### src/verilog/secc_pkg.sv
package secc_pkg;
  // opcodes handled by this block
  localparam logic [7:0] OP_THREE_PHASE_ON = 8'h8C;
  localparam logic [7:0] OP_THREE_PHASE_OFF = 8'h8D;
  localparam logic [7:0] OP_CLK_BITS = 8'h8E;
  localparam logic [7:0] OP_CLK_BYTES = 8'h8F;
  localparam logic [7:0] OP_CLK_UNTIL_HIGH = 8'h94;
  localparam logic [7:0] OP_CLK_UNTIL_LOW = 8'h95;
  localparam logic [7:0] OP_ADAPTIVE_ON = 8'h96;
  localparam logic [7:0] OP_ADAPTIVE_OFF = 8'h97;
  localparam logic [7:0] OP_BYTES_OR_HIGH = 8'h9C;
  localparam logic [7:0] OP_BYTES_OR_LOW = 8'h9D;

  // widths of counters and length fields
  localparam int DIV_W = 16;
  localparam int PULSE_W = 19;
  localparam int BIT_LEN_W = 3;

  // values after reset
  localparam logic RST_THREE_PHASE = 1'b0;
  localparam logic RST_ADAPTIVE = 1'b0;
  localparam logic [PULSE_W-1:0] RST_PULSES = 19'h00000;
  localparam logic [DIV_W-1:0] RST_HALF_CNT = 16'h0000;

  // half-period stages of one pulse
  localparam logic [1:0] PH_SETUP = 2'h0;
  localparam logic [1:0] PH_ACTIVE = 2'h1;
  localparam logic [1:0] PH_HOLD = 2'h2;

  typedef enum logic [2:0] {
    SECC_IDLE,
    SECC_LEN_BIT,
    SECC_LEN_LO,
    SECC_LEN_HI,
    SECC_RUN
  } secc_state_e;

  // how a running clock command ends
  typedef enum logic [1:0] {
    SECC_STOP_NONE,
    SECC_STOP_HIGH,
    SECC_STOP_LOW
  } secc_stop_e;
endpackage : secc_pkg

### src/verilog/secc_clock_engine.sv
`timescale 1ns/100ps
module secc_clock_engine
  import secc_pkg::*;
(
  // clock and reset
  input wire logic core_clk,
  input wire logic reset_n,
  // command byte stream
  input wire logic cmd_valid,
  input wire logic [7:0] cmd_data,
  output logic cmd_ready,
  // static setup from the rest of the engine
  input wire logic ctrl_enable,
  input wire logic [secc_pkg::DIV_W-1:0] half_period_div,
  input wire logic clk_idle_level,
  // target side pins
  input wire logic wait_input_line,
  input wire logic returned_test_clock,
  output logic serial_clk,
  // status
  output logic three_phase_mode,
  output logic adaptive_mode,
  output logic data_hold_stage,
  output logic busy
);
  import secc_pkg::*;

  // all state of the block, registered as one word
  typedef struct packed {
    secc_state_e state;
    secc_stop_e stop;
    logic counted;
    logic three_phase;
    logic adaptive;
    logic active;
    logic [1:0] phase;
    logic [DIV_W-1:0] half_cnt;
    logic [PULSE_W-1:0] pulses;
    logic [7:0] len_lo;
    logic [1:0] wait_sync;
    logic [1:0] ret_sync;
  } secc_regs_s;

  // present and next copy of the state word
  secc_regs_s r_q;
  secc_regs_s r_d;

  // terms shared by the next-state logic
  logic line_s;
  logic ret_s;
  logic half_done;
  logic pulse_end;
  logic stop_hit;
  logic take;

  //////////////////////////////////////////////////////////////////////////
  // derived terms
  always_comb begin
    // only the second synchroniser stage is read, never the raw pins
    line_s = r_q.wait_sync[1];
    ret_s = r_q.ret_sync[1];
    take = cmd_valid && cmd_ready;
    // in adaptive mode the returned clock must echo the current level before any new edge
    half_done = (r_q.half_cnt == half_period_div) &&
                (!r_q.adaptive || (ret_s == serial_clk));
    pulse_end = half_done && (r_q.three_phase ? (r_q.phase == PH_HOLD)
                                              : (r_q.phase == PH_ACTIVE));
    // early stop is judged at pulse boundaries, never mid-pulse
    stop_hit = ((r_q.stop == SECC_STOP_HIGH) && line_s) ||
               ((r_q.stop == SECC_STOP_LOW) && !line_s);
  end

  //////////////////////////////////////////////////////////////////////////
  // outputs; opcodes are refused while clocking, keeping order
  assign cmd_ready = ctrl_enable && (r_q.state != SECC_RUN);
  assign busy = (r_q.state == SECC_RUN);
  // limitation: an idle level changed mid-command shows on the pin at once
  assign serial_clk = r_q.active ? ~clk_idle_level : clk_idle_level;
  assign three_phase_mode = r_q.three_phase;
  assign adaptive_mode = r_q.adaptive;
  assign data_hold_stage = r_q.phase == PH_HOLD;

  //////////////////////////////////////////////////////////////////////////
  // next state
  always_comb begin
    r_d = r_q;
    // pin synchronisers; stage 0 feeds stage 1 only
    r_d.wait_sync = {r_q.wait_sync[0], wait_input_line};
    r_d.ret_sync = {r_q.ret_sync[0], returned_test_clock};
    case (r_q.state)
      SECC_IDLE: begin
        // mode opcodes end here; clock opcodes go on to length bytes or run, unless the line is already at the awaited level
        if (take) begin
          r_d.counted = 1'b0;
          r_d.stop = SECC_STOP_NONE;
          r_d.half_cnt = RST_HALF_CNT;
          r_d.phase = PH_SETUP;
          case (cmd_data)
            OP_THREE_PHASE_ON: r_d.three_phase = 1'b1;
            OP_THREE_PHASE_OFF: r_d.three_phase = 1'b0;
            OP_ADAPTIVE_ON: r_d.adaptive = 1'b1;
            OP_ADAPTIVE_OFF: r_d.adaptive = 1'b0;
            OP_CLK_BITS: r_d.state = SECC_LEN_BIT;
            OP_CLK_BYTES: r_d.state = SECC_LEN_LO;
            OP_BYTES_OR_HIGH: begin
              r_d.stop = SECC_STOP_HIGH;
              r_d.state = SECC_LEN_LO;
            end
            OP_BYTES_OR_LOW: begin
              r_d.stop = SECC_STOP_LOW;
              r_d.state = SECC_LEN_LO;
            end
            // already at the awaited level: nothing to clock
            OP_CLK_UNTIL_HIGH: begin
              r_d.stop = SECC_STOP_HIGH;
              r_d.state = line_s ? SECC_IDLE : SECC_RUN;
            end
            OP_CLK_UNTIL_LOW: begin
              r_d.stop = SECC_STOP_LOW;
              r_d.state = line_s ? SECC_RUN : SECC_IDLE;
            end
            default: r_d.state = SECC_IDLE; // unknown opcodes are dropped
          endcase
        end
      end
      SECC_LEN_BIT: begin
        // only the low three bits count; the rest of the byte is ignored
        if (take) begin
          r_d.counted = 1'b1;
          r_d.pulses = {16'h0000, cmd_data[BIT_LEN_W-1:0]};
          r_d.state = SECC_RUN;
        end
      end
      SECC_LEN_LO: begin
        // low byte first, parked until the high byte arrives
        if (take) begin
          r_d.len_lo = cmd_data;
          r_d.state = SECC_LEN_HI;
        end
      end
      SECC_LEN_HI: begin
        if (take) begin
          r_d.counted = 1'b1;
          // eight pulses per count step, held as total minus one
          r_d.pulses = {cmd_data, r_q.len_lo, 3'h7};
          r_d.state = SECC_RUN;
        end
      end
      SECC_RUN: begin
        // counted commands hold total minus one, so zero marks the last pulse
        if (half_done) begin
          r_d.half_cnt = RST_HALF_CNT;
          if (pulse_end) begin
            r_d.active = 1'b0;
            r_d.phase = PH_SETUP;
            // continuous commands carry no count, so only the line or disabling the controller ends them
            if (stop_hit || (r_q.counted && (r_q.pulses == RST_PULSES))) begin
              r_d.state = SECC_IDLE;
            end else if (r_q.counted) begin
              r_d.pulses = r_q.pulses - 19'h00001;
            end
          end else if (r_q.phase == PH_SETUP) begin
            r_d.active = 1'b1;
            r_d.phase = PH_ACTIVE;
          end else begin
            // three stages only: a hold half with the clock back at idle
            r_d.active = 1'b0;
            r_d.phase = PH_HOLD;
          end
        end else if (r_q.half_cnt != half_period_div) begin
          // counter parks at the divisor while adaptive mode waits for the echo
          r_d.half_cnt = r_q.half_cnt + 16'h0001;
        end
      end
      default: r_d.state = SECC_IDLE;
    endcase
    // besides the line reaching the awaited level, disabling the controller is the only way out of a wait
    if (!ctrl_enable) begin
      // modes survive the abort; only reset or the off opcodes clear them
      r_d.state = SECC_IDLE;
      r_d.active = 1'b0;
      r_d.phase = PH_SETUP;
      r_d.half_cnt = RST_HALF_CNT;
    end
  end

  //////////////////////////////////////////////////////////////////////////
  // state register
  always_ff @(posedge core_clk or negedge reset_n) begin
    if (!reset_n) begin
      r_q <= '{
        state: SECC_IDLE,
        stop: SECC_STOP_NONE,
        counted: 1'b0,
        three_phase: RST_THREE_PHASE,
        adaptive: RST_ADAPTIVE,
        active: 1'b0,
        phase: PH_SETUP,
        half_cnt: RST_HALF_CNT,
        pulses: RST_PULSES,
        len_lo: 8'h00,
        wait_sync: 2'h0,
        ret_sync: 2'h0
      };
    end else begin
      r_q <= r_d;
    end
  end
endmodule : secc_clock_engine

### config.mk
export PLATFORM = sky130hd
export DESIGN_NAME = secc_clock_engine
export DESIGN_NICKNAME = d
export VERILOG_FILES = /design/src/verilog/secc_pkg.sv /design/src/verilog/secc_clock_engine.sv
export SDC_FILE = /design/constraint.sdc
export NUM_CORES = 1
export LEC_CHECK = 0
export BUFFER_PORTS_ARGS = -buffer_cell sky130_fd_sc_hd__buf_4
export CAP_MARGIN = 0
export CORE_ASPECT_RATIO = 0.7
export CORE_MARGIN = 2
export CORE_UTILIZATION = 50
export CTS_CLUSTER_SIZE = 12
export DETAILED_ROUTE_END_ITERATION = 10
export HOLD_SLACK_MARGIN = 0.05
export PLACE_DENSITY = 0.72
export SYNTH_ARGS = -nofsm -noshare
export SYNTH_HDL_FRONTEND = slang
export SYNTH_SLANG_ARGS = --single-unit
### constraint.sdc
create_clock -name core_clk -period 2.4 [get_ports core_clk]
set_clock_uncertainty 0.1 [all_clocks]
set_input_delay 0.48 -clock core_clk [delete_from_list [all_inputs] [get_ports core_clk]]
set_output_delay 0.48 -clock core_clk [all_outputs]
set_load 0.01 [all_outputs]
==> impl_metrics.csv <==
group,metric,value,unit
logic_synthesis,synth-edff-count,0,
final_layout,antenna_cells,0,
timing,setup_slack,-0.1156,ns
power,p_per_area,465.0,nW/um2
power,p_leak,0.002112,uW
timing,grt_setup_unrepaired,"true",
global_route,overflow,0,
clocking,cts_tree,"done",
critical_path,cp_num_buf_inv,1,
timing,setup_viol,13,
hold_path,hp-class,"primary input to asynchronous set/reset pin",
critical_path,path_cells,"or4_4 -> or4_4 -> o211ai_2 -> or2_4 -> a21oi_4 -> buf_12 -> a221o_1",
critical_path,r2r_setup_slack,-0.12,ns
clocking,clock-root-buffer,"clkbuf_8",
critical_path,worstSetupEndpointType,"register",
final_layout,drive_gt1_share,29.50,%
routing,dr_wl_met3,1190,um
timing,worst_pin_slew,0.7512,ns
critical_path,r2r-start,"r_q[18]$_DFFE_PN0P_",
logic_synthesis,syn_area_per_cell,9.052,um2
power,p_int,1718,uW
timing,fmax,397.5,MHz
final_layout,layout.nets,533,
critical_path,r2r_end,"r_q[25]$_DFFE_PN0P_",
floorplanning,die_x,105.7,um
floorplanning,dieHeight,75.20,um
global_route,antenna_found_initial,0,
critical_path,worst-setup-path-type,"register to register",
clocking,cts_made_buffers,9,
power,swShare,23.31,%
power,p_seq_share,45.1,%
routing,wl_met2,4382,um
power,p_switching,522.5,uW
routing,via_count,3757,
global_route,grt_use_total,27.99,%
logic_synthesis,ys_ff_latch,58,
routing,dr.pass1.iters,5,
outcome,status,"complete, but fails checks",
global_route,grt_pass1_vias,3336,
flow_run,cap_violations,0,
placement,io_buffers,36,
critical_path,crit_cells,7,
critical_path,worstPathMaxFanout,7,
critical_path,slowest_delay,0.56,ns
floorplanning,placeableCoreArea,6882,um2
routing,viasPerCell,6.272,
logic_synthesis,ys.flop_type,"dfrtp_1",
critical_path,cp-start-kind,"register",
routing,wl_met1,5229,um
clocking,cts.clk_slew.worst_paths,0.07,ns
routing,drtIter0Drc,476,
logic_synthesis,async_reset_ff_share,100.0,%
final_layout,stdcell_count,599,
timing,final-max-slew-violation-count,0,
power,combPwrFrac,7.8,%
timing,period_share,104.8,%
global_route,grt_pass1_wl,16940,um
critical_path,critical_path_required,2.51,ns
placement,dp_hpwl,7908,um
final_layout,synthToLayoutAreaGrowth,33.10,%
floorplanning,io_pins,37,
final_layout,fill_cells,539,
timing,final-hold-violation-count,0,
routing,dr.max_layer_used,"met4",
clocking,clk_latency,0.34,ns
timing,relSlewSlack,49.92,%
logic_synthesis,synthCells,400,
critical_path,cpMostUsedCell,"or4_4",
placement,place_area,4441,um2
timing,min_period,2.516,ns
floorplanning,die_area,7950,um2
critical_path,critPathSlowestCell,"or4_4",
routing,ant_nets,0,
global_route,grt_max_degree,59,
logic_synthesis,syn_nets,433,
outcome,violations,"negative setup slack",
logic_synthesis,yosysSeqAreaShare,40.08,%
logic_synthesis,yosysUniqueCellTypes,63,
power,clkPwrFrac,47.0,%
final_layout,final_area,4820,um2
power,vdd_drop_max,0.0003018,V
clocking,clock_path_buffers,2,
placement,gp_congestion,0.9432,
routing,wire_per_inst,18.29,um
floorplanning,row_count,25,
routing,drc,0,
clocking,h-tree-depth,3,
routing,routed_wl,10950,um
logic_synthesis,syn_area,3621,um2
critical_path,worst_ep_arrival_time,2.63,ns
power,p_total,2241,uW
floorplanning,initial_core_util,52.62,%
placement,place_inst,579,
clocking,cts_num_sinks,58,
critical_path,reg2reg_depth,7,
final_layout,finish.utilization,70.04,%
critical_path,critical-path-top-delay-family,"simple AND/OR/NAND/NOR gates",
logic_synthesis,yosys_warnings,0,
cell usage in the layout, fill, tap and decap left out, types with 7 or more instances in the layout:
master,n
buf_4,97
dfrtp_1,58
nand2_1,48
nor2_1,26
a31oi_1,18
xor2_1,17
nand3_1,14
nor3_1,14
o21ai_0,13
o211ai_1,11
a21oi_1,11
clkbuf_8,11
inv_1,9
nand2b_1,9
mux2_2,9
nor2b_1,8
o31ai_1,7
area by class of cell:
class / count / area (um2) / area share (%)
Clock buffer: 12 / 155.1 / 3.219
Timing Repair Buffer: 105 / 835.8 / 17.34
Tap cell: 94 / 117.6 / 2.440
Inverter: 10 / 37.54 / 0.7788
Multi-Input combinational cell: 316 / 2148 / 44.57
Clock inverter: 4 / 73.82 / 1.532
Sequential cell: 58 / 1451 / 30.11
metal layers:
metal  up-vias  GRT usage (%)
li1       1731              -
met1      1787          42.76
met2       219          37.85
met3        20          7.879
met4         0          9.064
met5         -              0
synth_stat cells (all sizes together) (3+ instances only):
cell	n	area (um2)
a221o	6	60.06
mux2	10	116.4
or4	7	60.06
a32oi	3	26.28
o21ai	17	88.83
and3	6	37.54
buf	8	51.29
clkbuf	8	30.03
nor3	15	75.07
nor2	27	101.4
a211oi	3	22.52
nand4	4	25.02
nand2	49	183.9
a211o	3	26.28
xor2	17	148.9
mux2i	4	40.04
a31oi	19	118.9
a32o	5	50.05
nor4	9	56.30
o211ai	12	95.09
inv	9	33.78
nand2b	9	56.30
nor3b	5	37.54
nand3	14	70.07
o31ai	7	52.55
dfrtp	58	1451
and2	6	37.54
nor2b	8	50.05
a21o	3	22.52
a22o	6	52.55
a21oi	12	71.32
power groups by stage:
stage | clock [uW] | combinational (uW) | sequential (uW)
CTS | 1070 | 172 | 1010
detailed placement | 0 | 169 | 1030
floorplan | 0 | 70.1 | 1020
global placement | 0 | 166 | 1030
finish | 1050 | 176 | 1010
global route | 1100 | 192 | 1010
worst max path at each step:
stage,to,slack [ns],from
floorplan,r_q[13]$_DFFE_PN0P_,-0.07,r_q[15]$_DFFE_PN0P_
global placement,r_q[21]$_DFFE_PN0P_,-0.17,half_period_div[10]
detailed placement,r_q[24]$_DFFE_PN0P_,-0.22,half_period_div[11]
CTS,r_q[25]$_DFFE_PN0P_,-0.08,r_q[18]$_DFFE_PN0P_
global route,r_q[29]$_DFFE_PN0P_,-0.18,r_q[18]$_DFFE_PN0P_
finish,r_q[25]$_DFFE_PN0P_,-0.12,r_q[18]$_DFFE_PN0P_
timing repair:
action | in CTS | in global routing
pin swaps | 9 | 8
endpoints found under the setup margin | 24 | 27
hold buffers | 0 | 0
buffers inserted | 1 | 4
gates resized for setup | 4 | 22
cells by family (layout without fill, tap and decap cells):
logic type	Yosys count	after routing	synth area share, %
adder cells (fa/ha/maj)	2	2	0.6910
buffers and inverters	26	131	3.282
flip-flops	58	58	40.08
AO/OA/AOI/OAI	113	113	23.19
AND/OR/NAND/NOR	169	169	24.08
XOR/XNOR	18	18	4.354
multiplexers	14	14	4.319
per-stage QoR:
step                      setup WS, ns  setup TNS [ns]  hold slack [ns]
after detailed placement       -0.2202          -3.732           0.2411
after global placement         -0.1699          -2.588           0.2362
final                          -0.1156         -0.8316          0.08566
after CTS                     -0.08430         -0.5073           0.1269
after global routing           -0.1828          -2.165           0.1280
after floorplan               -0.07113         -0.4601          0.08441
registers in the layout, summed over array words and instances, names as in the netlist:
signal            flops
r_q                  53
r_d                   2
adaptive_mode         1
line_s                1
three_phase_mode      1
Note: power is estimated with default switching activity, not from simulation.
